$ cat src/inc/wdt_map.vh
`ifndef WDT_MAP_VH
`define WDT_MAP_VH

// ----------------------------------------
// Register byte offsets
// ----------------------------------------
`define WDT_OFF_STATUS 8'h00
`define WDT_OFF_CONTROL 8'h04
`define WDT_OFF_CONFIG 8'h08

// ----------------------------------------
// Field positions
// ----------------------------------------
`define WDT_ST_TIMEOUT 4
`define WDT_ST_PWRDOWN 3
`define WDT_ST_GEN_HI 2
`define WDT_CTL_PS_HI 5
`define WDT_CTL_PS_LO 1
`define WDT_CTL_SWEN 0
`define WDT_CFG_MODE_HI 4
`define WDT_CFG_MODE_LO 3

// ----------------------------------------
// Reset values
// ----------------------------------------
`define WDT_RST_STATUS 8'h18
`define WDT_RST_PS 5'h0b
`define WDT_RST_CONTROL 8'h16
`define WDT_RST_CONFIG 14'h3fff

// ----------------------------------------
// Mode codes and period limits
// ----------------------------------------
`define WDT_MODE_OFF 2'h0
`define WDT_MODE_SOFT 2'h1
`define WDT_MODE_AWAKE 2'h2
`define WDT_MODE_ALWAYS 2'h3
`define WDT_PS_MAX 5'h12

// ----------------------------------------
// Timing
// ----------------------------------------
`define WDT_CLK_NS 4
`define WDT_TICK_NS 1000000
// 1 ms of 4 ns cycles, sized to the divider width
`define WDT_TICK_CYCLES 18'h3d090

`endif

$ cat src/verilog/wdt_tick.v
`timescale 1ns/1ps
`include "wdt_map.vh"

module wdt_tick #(
    parameter [17:0] TICK_CYCLES = `WDT_TICK_CYCLES
) (
    input wire clk_i,   // System clock
    input wire rst_i,   // Synchronous reset, high
    input wire clr_i,   // Restart the base interval
    output reg tick_o   // One-cycle pulse per base interval
);

    reg [17:0] div;

    // ----------------------------------------
    // Base interval divider
    // ----------------------------------------
    // Stands in for the slow internal oscillator
    always @(posedge clk_i)
    begin
        if (rst_i || clr_i)
        begin
            div <= 18'h00000;
            tick_o <= 1'b0;
        end
        else if (div == TICK_CYCLES - 18'h00001)
        begin
            div <= 18'h00000;
            tick_o <= 1'b1;
        end
        else
        begin
            div <= div + 18'h00001;
            tick_o <= 1'b0;
        end
    end

endmodule

$ cat src/verilog/wdt_wb.v
`timescale 1ns/1ps

module wdt_wb (
    input wire clk_i,    // System clock
    input wire rst_i,    // Synchronous reset, high
    input wire cyc_i,    // Bus cycle
    input wire stb_i,    // Strobe
    input wire we_i,     // Write enable
    output wire wr_o,    // Write strobe, one cycle
    output wire rd_o,    // Read strobe, one cycle
    output reg ack_o     // Acknowledge
);

    // ----------------------------------------
    // Access strobes
    // ----------------------------------------
    // Taken once, in the cycle before ack
    assign wr_o = cyc_i && stb_i && we_i && !ack_o;
    assign rd_o = cyc_i && stb_i && !we_i && !ack_o;

    // Ack one cycle after the request, dropped next
    always @(posedge clk_i)
    begin
        if (rst_i)
            ack_o <= 1'b0;
        else
            ack_o <= cyc_i && stb_i && !ack_o;
    end

endmodule

$ cat src/verilog/wdt_top.v
`timescale 1ns/1ps
`include "wdt_map.vh"

// Behaviour
// - Counter advances on a 1 ms base tick, independent of core activity.
// - Two-bit mode field picks one of four modes; 00 keeps watchdog off.
// - Mode 11 runs the watchdog always, asleep too, ignoring soft enable.
// - Mode 10 runs while awake, stops in sleep, ignoring soft enable.
// - Mode 01 runs only while the soft enable bit is set.
// - Period select field chooses a time-out from 1 ms to 262144 ms (2^18 ticks).
// - Any reset loads period select for a two-second time-out.
// - Count clears on reset, clear instruction and whenever disabled.
// - Count clears on oscillator fail and stays clear during start-up timer.
// - Sleep entry clears the count; counting resumes if enabled in sleep.
// - Sleep exit clears the count again and holds it during start-up timer.
// - Time-out in sleep wakes the core instead of resetting it.
// - Time-out clears timeout flag bit 4; power-down flag bit 3 is cleared by sleep entry and by a time-out in sleep.
// - Oscillator divider changes leave the count untouched.
// - Wake by time-out clears both timeout and power-down flags.

module wdt_top #(
    parameter [17:0] TICK_CYCLES = `WDT_TICK_CYCLES
) (
    input wire clk_i,           // System clock, 250 MHz
    input wire rst_i,           // Synchronous reset, high
    input wire cyc_i,           // Wishbone cycle
    input wire stb_i,           // Wishbone strobe
    input wire we_i,            // Wishbone write enable
    input wire [7:0] adr_i,     // Wishbone byte address
    input wire [3:0] sel_i,     // Wishbone byte selects
    input wire [31:0] dat_i,    // Wishbone write data
    output wire [31:0] dat_o,   // Wishbone read data
    output wire ack_o,          // Wishbone acknowledge
    input wire sleep_i,         // Core is in sleep
    input wire clear_wdt_i,     // Watchdog clear instruction, pulse
    input wire osc_fail_i,      // Oscillator fail event, pulse
    input wire ost_running_i,   // Oscillator start-up timer running
    output reg wdt_reset_o,     // Device reset request, pulse
    output reg wake_o,          // Wake from sleep request, pulse
    output reg wdt_active_o     // Watchdog currently enabled
);

    // ----------------------------------------
    // Declarations
    // ----------------------------------------
    reg [7:0] status_flags;
    reg [7:0] watchdog_control_reg;
    reg [13:0] config_word_one;
    reg [31:0] rd_data;
    reg [18:0] count;
    reg sleep_q;
    reg enabled;
    reg clear_cnt;
    reg timeout;
    reg [31:0] next_rd_data;
    wire wr_stb;
    wire rd_stb;
    wire tick;
    wire [1:0] watchdog_mode_select;
    wire soft_watchdog_enable;
    wire [4:0] watchdog_period_select;
    wire sleep_enter;
    wire sleep_exit;
    wire [7:0] status_wr;
    wire [7:0] control_wr;
    wire [13:0] config_wr;
    wire [15:0] status_mrg;
    wire [15:0] control_mrg;
    wire [15:0] config_mrg;

    assign watchdog_mode_select = config_word_one[`WDT_CFG_MODE_HI:`WDT_CFG_MODE_LO];
    assign soft_watchdog_enable = watchdog_control_reg[`WDT_CTL_SWEN];
    assign watchdog_period_select = watchdog_control_reg[`WDT_CTL_PS_HI:`WDT_CTL_PS_LO];
    assign sleep_enter = sleep_i && !sleep_q;
    assign sleep_exit = !sleep_i && sleep_q;
    assign dat_o = rd_data;

    // ----------------------------------------
    // Helpers
    // ----------------------------------------
    // Last count of the period: 2^ps ticks, ps clipped at 18
    function [18:0] period_last;
        input [4:0] ps;
        reg [4:0] lim;
        begin
            lim = (ps > `WDT_PS_MAX) ? `WDT_PS_MAX : ps;
            period_last = (19'h00001 << lim) - 19'h00001;
        end
    endfunction

    // Byte-lane merge of a write into a stored value
    function [15:0] lane_merge;
        input [15:0] old_val;
        input [15:0] new_val;
        input [1:0] sel;
        begin
            lane_merge[7:0] = sel[0] ? new_val[7:0] : old_val[7:0];
            lane_merge[15:8] = sel[1] ? new_val[15:8] : old_val[15:8];
        end
    endfunction

    // Merged words, cut back to each register's width
    assign status_mrg = lane_merge({8'h00, status_flags}, dat_i[15:0], sel_i[1:0]);
    assign control_mrg = lane_merge({8'h00, watchdog_control_reg}, dat_i[15:0], sel_i[1:0]);
    assign config_mrg = lane_merge({2'h0, config_word_one}, dat_i[15:0], sel_i[1:0]);
    assign status_wr = status_mrg[7:0];
    assign control_wr = control_mrg[7:0];
    assign config_wr = config_mrg[13:0];

    // ----------------------------------------
    // Submodules
    // ----------------------------------------
    // Bus handshake
    wdt_wb u_wb (
        .clk_i(clk_i),
        .rst_i(rst_i),
        .cyc_i(cyc_i),
        .stb_i(stb_i),
        .we_i(we_i),
        .wr_o(wr_stb),
        .rd_o(rd_stb),
        .ack_o(ack_o)
    );

    // Base tick, restarted with the count
    wdt_tick #(
        .TICK_CYCLES(TICK_CYCLES)
    ) u_tick (
        .clk_i(clk_i),
        .rst_i(rst_i),
        .clr_i(clear_cnt),
        .tick_o(tick)
    );

    // ----------------------------------------
    // Enable and clear decode
    // ----------------------------------------
    // Mode table for the run condition
    always @*
    begin
        case (watchdog_mode_select)
            `WDT_MODE_ALWAYS: enabled = 1'b1;
            `WDT_MODE_AWAKE: enabled = !sleep_i;
            `WDT_MODE_SOFT: enabled = soft_watchdog_enable;
            `WDT_MODE_OFF: enabled = 1'b0;
            default: enabled = 1'b0;
        endcase
    end

    // Every source that forces the count to zero, other than reset and time-out
    always @*
    begin
        clear_cnt = 1'b0;
        if (!enabled)
            clear_cnt = 1'b1;
        if (clear_wdt_i)
            clear_cnt = 1'b1;
        if (osc_fail_i || ost_running_i)
            clear_cnt = 1'b1;
        if (sleep_enter)
            clear_cnt = 1'b1;
        if (sleep_exit)
            clear_cnt = 1'b1;
    end

    // Terminal count reached on a tick
    always @*
    begin
        timeout = !clear_cnt && tick && (count == period_last(watchdog_period_select));
    end

    // ----------------------------------------
    // Watchdog counter
    // ----------------------------------------
    // Only the base tick advances it, never the core clock divider
    always @(posedge clk_i)
    begin
        if (rst_i)
            count <= 19'h00000;
        else if (clear_cnt || timeout)
            count <= 19'h00000;
        else if (tick)
            count <= count + 19'h00001;
    end

    // Sleep edge history
    always @(posedge clk_i)
    begin
        if (rst_i)
            sleep_q <= 1'b0;
        else
            sleep_q <= sleep_i;
    end

    // ----------------------------------------
    // Time-out actions
    // ----------------------------------------
    // Wake in sleep, device reset when awake
    always @(posedge clk_i)
    begin
        if (rst_i)
        begin
            wdt_reset_o <= 1'b0;
            wake_o <= 1'b0;
        end
        else
        begin
            wake_o <= timeout && sleep_i;
            wdt_reset_o <= timeout && !sleep_i;
        end
    end

    // Enabled indication
    always @(posedge clk_i)
    begin
        if (rst_i)
            wdt_active_o <= 1'b0;
        else
            wdt_active_o <= enabled;
    end

    // ----------------------------------------
    // Status flags
    // ----------------------------------------
    // Hardware updates win over software writes
    always @(posedge clk_i)
    begin
        if (rst_i)
            status_flags <= `WDT_RST_STATUS;
        else
        begin
            if (wr_stb && adr_i == `WDT_OFF_STATUS)
                status_flags[`WDT_ST_GEN_HI:0] <= status_wr[`WDT_ST_GEN_HI:0];
            if (clear_wdt_i)
            begin
                status_flags[`WDT_ST_TIMEOUT] <= 1'b1;
                status_flags[`WDT_ST_PWRDOWN] <= 1'b1;
            end
            if (sleep_enter)
            begin
                status_flags[`WDT_ST_TIMEOUT] <= 1'b1;
                status_flags[`WDT_ST_PWRDOWN] <= 1'b0;
            end
            if (timeout && sleep_i)
            begin
                status_flags[`WDT_ST_TIMEOUT] <= 1'b0;
                status_flags[`WDT_ST_PWRDOWN] <= 1'b0;
            end
            else if (timeout)
                status_flags[`WDT_ST_TIMEOUT] <= 1'b0;
        end
    end

    // ----------------------------------------
    // Control and configuration
    // ----------------------------------------
    // Period returns to two seconds on any reset, own reset included
    always @(posedge clk_i)
    begin
        if (rst_i)
            watchdog_control_reg <= `WDT_RST_CONTROL;
        else if (timeout && !sleep_i)
            watchdog_control_reg <= `WDT_RST_CONTROL;
        else if (wr_stb && adr_i == `WDT_OFF_CONTROL)
            watchdog_control_reg <= control_wr & 8'h3f;
    end

    // Configuration word holding the mode field
    always @(posedge clk_i)
    begin
        if (rst_i)
            config_word_one <= `WDT_RST_CONFIG;
        else if (wr_stb && adr_i == `WDT_OFF_CONFIG)
            config_word_one <= config_wr;
    end

    // ----------------------------------------
    // Read path
    // ----------------------------------------
    // Unmapped addresses read as zero
    always @*
    begin
        case (adr_i)
            `WDT_OFF_STATUS: next_rd_data = {24'h000000, status_flags};
            `WDT_OFF_CONTROL: next_rd_data = {24'h000000, watchdog_control_reg};
            `WDT_OFF_CONFIG: next_rd_data = {18'h00000, config_word_one};
            default: next_rd_data = 32'h00000000;
        endcase
    end

    // Data registered alongside ack
    always @(posedge clk_i)
    begin
        if (rst_i)
            rd_data <= 32'h00000000;
        else if (rd_stb)
            rd_data <= next_rd_data;
    end

endmodule

$ cat config.mk
export PLATFORM = sky130hd
export DESIGN_NAME = wdt_top
export DESIGN_NICKNAME = d
export VERILOG_FILES = /design/src/verilog/wdt_tick.v /design/src/verilog/wdt_wb.v /design/src/verilog/wdt_top.v
export VERILOG_INCLUDE_DIRS = /design/src /design/src/inc
export SDC_FILE = /design/constraint.sdc
export NUM_CORES = 1
export LEC_CHECK = 0
export ABC_CLOCK_PERIOD_IN_PS = 3500
export BUFFER_PORTS_ARGS = -buffer_cell sky130_fd_sc_hd__buf_2
export CORE_ASPECT_RATIO = 1.25
export CORE_UTILIZATION = 53
export CTS_BUF_LIST = sky130_fd_sc_hd__clkbuf_2
export DETAILED_ROUTE_END_ITERATION = 7
export PLACE_DENSITY = 0.77
export SYNTH_ARGS = -nofsm -noshare
export SYNTH_HDL_FRONTEND = slang
export SYNTH_SLANG_ARGS = --single-unit
$ cat constraint.sdc
create_clock -name clk_i -period 3.5 [get_ports clk_i]
set_input_delay 0.175 -clock clk_i [delete_from_list [all_inputs] [get_ports clk_i]]
set_output_delay 0.175 -clock clk_i [all_outputs]
set_load 0.05 [all_outputs]
**Word-level counts from Yosys, hierarchy flattened**

Cells that the tools add are included.
Widths: inputs -> output; s select.

- Add/sub/neg operators: 3
- $mul: 0
- Divide/modulo/power cells: 0
- Order comparisons: 1
- Eq/ne operators: 7
- Shifts and indexed selects: 1
- Muxes and demuxes: 14
- Bitwise gates (word level): 0
- Reductions and logical operators: 34

Operators by type and width:

| kind | number |
|---|---|
| $pmux 14 s3 | 1 |
| $add 19x1->19 const B | 1 |
| $eq 19x19->1 | 1 |
| $shl 1x5->19 const A | 1 |
| $sub 19x1->19 const B | 1 |
| $add 18x1->18 const B | 1 |
| $eq 18x18->1 const B | 1 |
| $logic_and 1x1->1 | 15 |
| $mux 1 | 9 |
| $eq 8x3->1 const B | 1 |
| $eq 8x4->1 const B | 1 |
| $logic_not 8->1 | 1 |
| $reduce_and 2->1 | 4 |
| $reduce_or 2->1 | 3 |
| $gt 5x5->1 const B | 1 |
| $logic_not 1->1 | 5 |
| $mux 5 | 1 |
| $eq 2x2->1 const B | 2 |
| $mux 2 | 2 |
| $pmux 1 s4 | 1 |
| $reduce_bool 4->1 | 1 |
| $logic_or 1x1->1 | 3 |
| $reduce_bool 3->1 | 1 |
| $eq 2x1->1 const B | 1 |
| $logic_not 2->1 | 1 |

- Flip-flop bits (word level): 100
- Bits in latches: 0
- Bits in writable memories: 0
- Bits in read-only memories: 0
- Input bits: 53
- Output and inout bits: 36
- Logic and storage cells: 75
- Memories kept: 0

**Logic depth before layout (Yosys ltp)**

Gate-level depths: netlist (run 1).

- Depth after elaboration: 12
- Gate-level depth with buffers: 15

**By module**

From an unflattened synthesis (run 1), not the netlist that was laid out.

- Cell total of the unflattened synthesis: 576
- Area, all modules: 4682.0 um2

By module, submodules not included:

| module | instances | cells each | area each (um2) |
|---|---|---|---|
| wdt_top | 1 | 475 | 3766.1 |
| wdt_tick | 1 | 97 | 860.8 |
| wdt_wb | 1 | 4 | 55.1 |

**Worst setup path before layout (run 1)**

OpenSTA, ideal clock, no wires.

- Kind: reg-to-reg
- Start point: register watchdog_control_reg[2]
- End point: register status_flags[4]
- Library setup time: 0.120 ns
- Arrival: 2.975 ns
- Required time: 3.380 ns
- Slack: 0.405 ns
- Stages on the path, launching flop included: 15
- Buffers on the path: 5
- Period minus slack after synthesis: 3.095 ns
- Cell sequence: dfxtp_1 clkbuf_1 nor3_1 buf_2 nand3b_1 ha_1 clkbuf_1 or3_1 o41ai_1 a31oi_1 a221oi_1 and4b_1 buf_6 buf_6 o21bai_2

- Longest elaborated chain between the ends: 8

RTL lines:

| what | RTL line | source |
|---|---|---|
| start, declared | wdt_top.v:47 | `reg [7:0] watchdog_control_reg;` |
| start signal, assigned | wdt_top.v:261 | `` watchdog_control_reg <= `WDT_RST_CONTROL; `` |
| start signal, assigned | wdt_top.v:263 | `` watchdog_control_reg <= `WDT_RST_CONTROL; `` |
| start signal, assigned | wdt_top.v:265 | `watchdog_control_reg <= control_wr & 8'h3f;` |
| $gt 5x5->1 (no source line) | n/a |  |
| $mux 5 (*) | wdt_top.v:86 | `` lim = (ps > `WDT_PS_MAX) ? `WDT_PS_MAX : ps; `` |
| $shl 1x5->19 (*) | wdt_top.v:87 | `period_last = (19'h00001 << lim) - 19'h00001;` |
| $sub 19x1->19 (*) | wdt_top.v:87 |  |
| $eq 19x19->1 (*) | wdt_top.v:169 | `timeout = !clear_cnt && tick && (count == period_last(watchdog_period_select));` |
| $logic_and 1x1->1 (*) | wdt_top.v:169 |  |
| $mux 1 / $logic_and 1x1->1 (equally long branches) | wdt_top.v:249, wdt_top.v:244 |  |
| $mux 1 / $reduce_bool 4->1 (equally long branches) | n/a |  |
| end signal, assigned | wdt_top.v:229 | `` status_flags <= `WDT_RST_STATUS; `` |
| end signal, assigned by index | wdt_top.v:233 | `` status_flags[`WDT_ST_GEN_HI:0] <= status_wr[`WDT_ST_GEN_HI:0]; `` |
| end, declared | wdt_top.v:46 | `reg [7:0] status_flags;` |

Every way passes the cells marked *; elsewhere a longest branch is shown, timed or not.
A chain may end at the register's enable or synchronous reset.

**Worst setup path in the final report (run 1)**

- Start point: register watchdog_control_reg[2]
- End point: register count[7]

- Longest elaborated chain between the ends: 8

RTL lines:

| what | RTL line | source |
|---|---|---|
| $gt 5x5->1 (no source line) | n/a |  |
| $mux 5 (*) | wdt_top.v:86 |  |
| $shl 1x5->19 (*) | wdt_top.v:87 |  |
| $sub 19x1->19 (*) | wdt_top.v:87 |  |
| $eq 19x19->1 (*) | wdt_top.v:169 |  |
| $logic_and 1x1->1 (*) | wdt_top.v:169 |  |
| $logic_or 1x1->1 (*) | wdt_top.v:180 | `else if (clear_cnt \|\| timeout)` |
| $reduce_or 2->1 (no source line) (*) | n/a |  |
| end signal, assigned | wdt_top.v:183 | `count <= count + 19'h00001;` |
| end, declared | wdt_top.v:50 | `reg [18:0] count;` |

Marked as above.

==> summary by stage, run 1 <==
Run status
The run finished with clean final reports.

Clock network
For the worst-skew pair, the clock arrives at the later sink with an insertion delay of 0.58 ns. The clock transition at the registers of the reported paths is 0.21 ns. The cell sitting at the root of the clock tree is a clkbuf_2.

The H-tree depth is 3. The TritonCTS clock tree is done. Counting along the longest clock path gives a buffer depth of 2. CTS saw 82 sinks.

The number of clock buffers inserted by TritonCTS is 9. After clock tree synthesis, the setup repair step added 0 buffers.

Worst setup path
The data required time of the critical path is 3.94 ns. The worst setup path is captured at a flip-flop. The cell repeated most along the worst path is buf_4. The nature of the critical path startpoint is a flip-flop.

The maximum fanout along the worst path is 19. At the worst endpoint, the arrival time is 3.50 ns. On the critical path, the stage with the largest delay is an instance of dfxtp_1. The stage delay of the slowest cell on the critical path is 0.35 ns. The critical path in this run is classified as reg2reg. The critical path goes through nor3_1 -> buf_4 -> nand3b_1 -> ha_1 -> buf_4 -> or3_1 -> o41ai_1 -> a31oi_1 -> a221oi_1 -> and4b_1 -> buf_4 -> nor3_1.

Layout
In the final layout, the registers with the most flip-flops are count: 19 flops, u_tick.div: 18 flops. The final layout contains 646 nets. The register name with the most flops is count. The share of layout cells above drive strength 1 is 15.0%. The final antenna diode count is 0.

The final standard cell count with taps included and fillers excluded is 690. After filler insertion, the fill cell instance count of the layout stands at 691. Leaving out fill and tap cells, the most frequent cells in the layout are dfxtp_1 (82), nor2_1 (59), buf_2 (50), nand2_1 (39), nand3_1 (37). The area added between synthesis and finish is 13.2%. The library cell used most frequently in the layout, excluding fill and tap cells, is dfxtp_1. The register with the most flip-flops in the layout has 19 of them.

Timing
The highest attainable clock frequency is 327 MHz. The final hold violation count is 0. Setup repair after global routing left no endpoint under its margin.

The final critical path takes up 87.3% of the cycle. In this run the tightest slew margin relative to its limit is 51.2%. The worst-margin pin slew is 0.732 ns. The max-slew violation total from the final report was 0. The clock skew after layout is 0.0304 ns. The setup violation total in the final timing report is 0. The setup TNS is 0 ns. The worst path in the final design needs a cycle of 3.05 ns, including I/O delays and setup.

Hold path
The worst hold path belongs to the class in2reg.

Synth
The synthesized design contains 0 enable-type register cells. After synthesis the cells add up to 4370 um2. The number of warning messages in the yosys log is 0.

The sequential share of the synthesized area is 37.5%. A synthesized cell averages 8.22 um2. The dominant synthesized flop cell is dfxtp_1. The synthesized flop and latch total is 82.

The post-synthesis async set-or-reset flop share is 0%. Synthesis produced 532 cells. The number of distinct library cells after synthesis is 59.

Place
The number of placed instances, taps included, is 653. Input and output buffers added on the ports amount to 50. The final weighted congestion of routability-driven global placement is 0.848. After legalization and detailed placement, the total HPWL measured 7.02 mm.

Run
Max-cap violations in this run came to 0.

Die
The overall die width is 83.2 um. In this run the standard cell core region covers 7880 um2. The total die area is 8620 um2. The effective utilization at floorplan is 55.5%. The I/O pin count is 89. The overall die height is 104 um. The row count is 36.

Global route
The first-pass GRT wire length is 17.0 mm. The largest net degree at the start of global routing is 46. The overall track demand over capacity in global routing is 24.3%. The number of antenna violations at the first check in global routing was 0.

The total global routing overflow is 0. The via count of the first global-routing pass was 3,713.

Routing
In this run, the number of DRC markers left after iteration 0 of detailed routing was 164. The first detailed-routing pass ran for 4 iterations. The remaining antenna violation count is 0. The total length of routed wires is 10.4 mm.

For this run, design rule violations remaining after detail routing come to 0. The vias after detailed routing is 3,949. Dividing the detail-routed via count by the number of cells gives 5.72. The detail-routed net length per standard cell is 15.0 um.

Power and ir drop
The overall power consumption is 1.64 mW. VDD sags by at most 0.237 mV. The standby leakage power is 1.92 nW.

For this design the ratio of total power to cell area is 332 nW/um2.
-- per-layer routing --
layer | part of all wire, % | wire [um] | vias to the layer above | track usage (%)
li1 | - | - | 1949 | -
met1 | 43 | 4410 | 1844 | 28.6
met2 | 49 | 5080 | 125 | 40.6
met3 | 4.7 | 482 | 31 | 5.02
met4 | 3.7 | 388 | 0 | 14.0
met5 | 0 | 0 | - | 0
-- synth_stat cells, types with 3 or more instances --
cell      number  area share (%)
nand3b_1      10             1.7
o21ai_0       13             1.5
a21oi_1       13             1.5
nor3_1        28             3.2
nor4_1         6            0.86
clkbuf_1      31             2.7
xor2_1        17             3.4
a211o_1       10             2.0
and3_1        18             2.6
nand2b_1       7             1.0
or2_2          3            0.43
inv_1          9            0.77
dfxtp_1       82              38
a22oi_1        7             1.2
ha_1           3            0.86
nand4_1       11             1.6
nand2_1       39             3.3
mux2i_1       13             3.0
buf_4         18             3.1
nand3_1       37             4.2
nor2_1        59             5.1
buf_6          3            0.77
xnor2_1       26             5.2
or3_1          9             1.3
and2_1         4            0.57
o31ai_1        3            0.51
a211oi_1       5            0.86
nor2b_1        5            0.72
o21a_1         3            0.51
-- power by group --
part / switching [mW] / leakage, nW / internal [mW]
Clock: 0.334 / 0.0758 / 0.239
Sequential: 0.00208 / 0.662 / 0.939
Combinational: 0.0877 / 1.19 / 0.0396
Total: 0.424 / 1.92 / 1.22
-- what timing repair did --
| item | in CTS | in global routing |
|---|---|---|
| gates resized for setup | 0 | 0 |
| hold buffers | 21 | 0 |
| endpoints found under the hold margin | 28 | 0 |
-- cell type report --
type	count	area [um2]	area share [%]
Sequential cell	82	1640	33.2
Inverter	10	37.5	0.758
Clock buffer	11	55.1	1.11
Multi-Input combinational cell	404	2470	49.8
Clock inverter	5	78.8	1.59
Timing Repair Buffer	83	551	11.1
Tap cell	95	119	2.40
-- worst max-delay path, delay by kind of cell, from the launching register on --
family	cells	cell delay, ns
buf+inv	3	0.66
flops	1	0.35
simple gates	5	0.98
fa+ha+maj	1	0.25
compound gates	3	0.70
-- cells by family (layout without fill, tap and decap cells) --
family                     count (synthesis)  after routing  synth area share, %
and+or+nand+nor                          246            246                 28.7
muxes                                     15             15                 3.49
buffers and inverters                     63            109                 7.50
adders and majority gates                  3              3                0.858
AOI/OAI and AO/OA                         79             79                 13.2
xor gates and xnor gates                  43             43                 8.61
other                                      1             18               0.0858
DFF                                       82             82                 37.5
-- stage by stage --
stage          utilization [%]  hold WS, ns  area [um2]  worst slack, ns
6_report                  62.8       0.0497        4950            0.446
5_1_grt                   62.8       0.0352        4950            0.181
3_5_place_dp              58.4        0.420        4610            0.474
3_3_place_gp              58.4        0.409        4610            0.538
4_1_cts                   62.8     0.000363        4950            0.458
2_1_floorplan                -        0.253        4440            0.405
-- worst paths after layout --
kind	start	to	slack (ns)	cells past startpoint
max	watchdog_control_reg[2]	count[7]	0.45	12
min	we_i	dat_o[7]	0.05	4
max reg2reg	watchdog_control_reg[2]	count[7]	0.45	12
min reg2reg	dat_o[10]	dat_o[10]	0.46	2
Power figures use the tool's default switching activity.
==> run 2, diff against run 1 <==
Settings changed: RECOVER_POWER set to 25.
==> summary by stage, run 2 (synthesis results as in run 1) <==
Layout
The flip-flop count of the largest register, all copies and words added came to 19 (unchanged). The area of combinational cells with multiple inputs is 2470 um2 (unchanged). The filler cell count is 700 (+1.3%). The final antenna diode count came to 0 (unchanged). The area taken by flip-flops and latches is 1640 um2 (unchanged).

The register name with the most flops is count. The share of layout cells above drive strength 1 is 11.6% (-3.4 points). The largest registers in the layout are count: 19 flops, u_tick.div: 18 flops. The library cell used most frequently in the layout, excluding fill and tap cells, is dfxtp_1. From synthesis to final layout, the design area changed by 12.6%. In the layout the commonest cells are dfxtp_1 (82), nor2_1 (59), nand2_1 (39), nand3_1 (37), buf_2 (31). The final net count was 646 (unchanged).

Timing
The worst relative slew slack is 50.5% (-0.62 points). The max-slew violation total from the final report is 0 (unchanged). The highest attainable clock frequency is 327 MHz (about the same). The clock skew after layout is 0.0282 ns (-0.00220 ns). The final worst setup slack is 0.446 ns (+0.000272 ns). The setup violation total in the final timing report was 0 (unchanged). The setup TNS is 0 ns (unchanged). The final hold violation count is 0 (unchanged). The worst-margin pin slew is 0.742 ns (+0.00934 ns).

The clock period minus worst slack is 3.05 ns (-0.000272 ns). Setup repair after global routing left no endpoint under its margin. The portion of the clock cycle consumed by the worst path in the final layout is 87.3% (about the same).

Routing
The vias after detailed routing is 3,946 (-0.076%). The total length of routed wires is 10.3 mm (-0.56%). The detail-routed via count per cell is 5.72 (about the same).

The remaining antenna violation count is 0 (unchanged). The remaining design rule violation count is 0 (unchanged). The detail-routed net length per standard cell came to 14.9 um (-0.56%). The uppermost metal layer occupied by signal nets is met4.

The detailed-routed wire length on met2 was 5.10 mm (+0.47%). The met3 wire length is 477 um (-1.0%). The post-route met1 wirelength is 4.35 mm (-1.2%). The detailed-router iteration count before antenna repair is 4 (unchanged).

The initial DRC count is 166 (+1.2%).

Worst setup path
The stage delay of the slowest cell on the critical path was 0.35 ns (about the same). The critical path is of the reg2reg type. The capture point of the worst reg-to-reg path is count[7]. In this run the worst setup path begins at watchdog_control_reg[2]. The critical path's top delay family is simple AND/OR/NAND/NOR gates. The nature of the critical path startpoint is a flip-flop. The data required time of the critical path is 3.94 ns (about the same). The logic depth of the worst path, buffers included came to 12 (unchanged). The critical path goes through nor3_1 -> buf_4 -> nand3b_1 -> ha_1 -> buf_4 -> or3_1 -> o41ai_1 -> a31oi_1 -> a221oi_1 -> and4b_1 -> buf_4 -> nor3_1. The combined buffer and inverter count along the critical path is 3 (unchanged). The cell at the slowest stage of the critical path is dfxtp_1. The arrival time at the worst endpoint is 3.50 ns (about the same).

The worst register-to-register path begins at watchdog_control_reg[2]. The maximum fanout along the worst path was 19 (unchanged). STA classifies the critical path endpoint as a flip-flop.

The capturing instance or port of the critical path is count[7]. The register-to-register path setup slack is 0.45 ns (about the same). The logic depth of the worst register-to-register path is 12 (unchanged). The most numerous cell type found on the critical path is buf_4.

Global route
The first-pass GRT wire length is 17.0 mm (unchanged). The largest net degree at the start of global routing is 46 (unchanged). The via count of the first global-routing pass is 3,713 (unchanged). The number of antenna violations at the first check in global routing came to 0 (unchanged). The overall track demand over capacity in global routing is 24.3% (unchanged). The total global routing overflow came to 0 (unchanged).

Hold path
The path class of the tightest hold or removal check is in2reg. The cell count of the worst hold path is 4 (unchanged).

Power and ir drop
The standby leakage power came to 1.84 nW (-4.4%). The highest ir drop seen on vdd is 0.237 mV (about the same). The power density normalized to cell area came to 333 nW/um2 (+0.27%).

Place
The total half-perimeter wirelength after legalization and detailed placement is 7.02 mm (unchanged). The port buffer count came to 50 (unchanged). The final weighted congestion of routability-driven global placement is 0.848 (unchanged). The worst setup slack before clock tree synthesis is 0.474 ns (unchanged).

Die
The standard cell core area is 7880 um2 (unchanged). The total die area is 8620 um2 (unchanged). The I/O pin count is 89 (unchanged). The overall die width is 83.2 um (unchanged). The effective utilization at floorplan came to 55.5% (unchanged). The overall die height is 104 um (unchanged). The row count is 36 (unchanged).

Clock network
The total of hold buffers inserted after clock tree synthesis is 21 (unchanged). The H-tree depth is 3 (unchanged). The number of clock buffers inserted by TritonCTS was 9 (unchanged). The latest clock arrival within the worst-skew pair is 0.57 ns (about the same).

TritonCTS built the clock tree. The clock transition at the registers of the reported paths is 0.21 ns (about the same). The maximum buffer depth of the clock tree came to 2 (unchanged). The count of instances resized after the clock tree is built is 0 (unchanged). The post-CTS setup-driven buffer insertion count came to 0 (unchanged). The number of sinks handled by clock tree synthesis was 82 (unchanged).

The tree is rooted in a clkbuf_2.

Run status
The run finished with clean final reports.

Run
The number of violations of the max-capacitance limit is 0 (unchanged).
==> run 2: changes by cell type in the layout (fill, tap and decap cells not counted), sizes merged <==
| cell | before | now |
|---|---|---|
| clkbuf | 11 | 31 |
| buf | 62 | 42 |
==> run 2: final cells by class <==
type | count | share of cell area (%)
multi-input cells | 404 | 50.1
flip-flops and latches | 82 | 33.4
repair buffers | 83 | 10.6
well taps | 95 | 2.41
clock inverters | 5 | 1.60
clock buffers | 11 | 1.12
inverters | 10 | 0.763
==> run 2: how the worst min path moves through the flow <==
stage                  start                 end  slack [ns]
floorplan            sleep_i         wdt_reset_o        0.25
global placement    dat_i[7]  config_word_one[7]        0.41
detailed placement  dat_i[7]  config_word_one[7]        0.42
CTS                     we_i            dat_o[7]      0.0004
global route            we_i           dat_o[10]        0.04
finish                  we_i            dat_o[7]        0.04
==> run 2: report_power, final <==
group	total, mW	internal (mW)	switching (mW)	leakage (nW)
registers	0.941	0.939	0.00214	0.662
logic	0.127	0.0388	0.0878	1.10
clock network	0.569	0.239	0.330	0.0758
total	1.64	1.22	0.420	1.84
==> run 2: worst min-delay path, delay by kind of cell <==
family	cells	cell delay [ns]
buf+inv	1	0.11
compound gates	1	0.06
simple gates	2	0.25
==> run 2: per-layer routing <==
layer | up-vias | track usage (%)
met5 | - | 0
li1 | 1950 | -
met2 | 128 | 40.6
met4 | 0 | 14.0
met1 | 1838 | 28.6
met3 | 30 | 5.02
==> run 2: metrics by stage <==
stage | hold WS [ns] | std cells | utilization, % | total power, mW | cell area [um2]
global placement | 0.409 | 653 | 58.4 | 1.07 | 4610
detailed placement | 0.420 | 653 | 58.4 | 1.07 | 4610
floorplan | 0.253 | 549 | - | 1.05 | 4440
global route | 0.0352 | 690 | 62.4 | 1.70 | 4920
CTS | 0.000363 | 690 | 62.8 | 1.65 | 4950
finish | 0.0438 | 690 | 62.4 | 1.64 | 4920
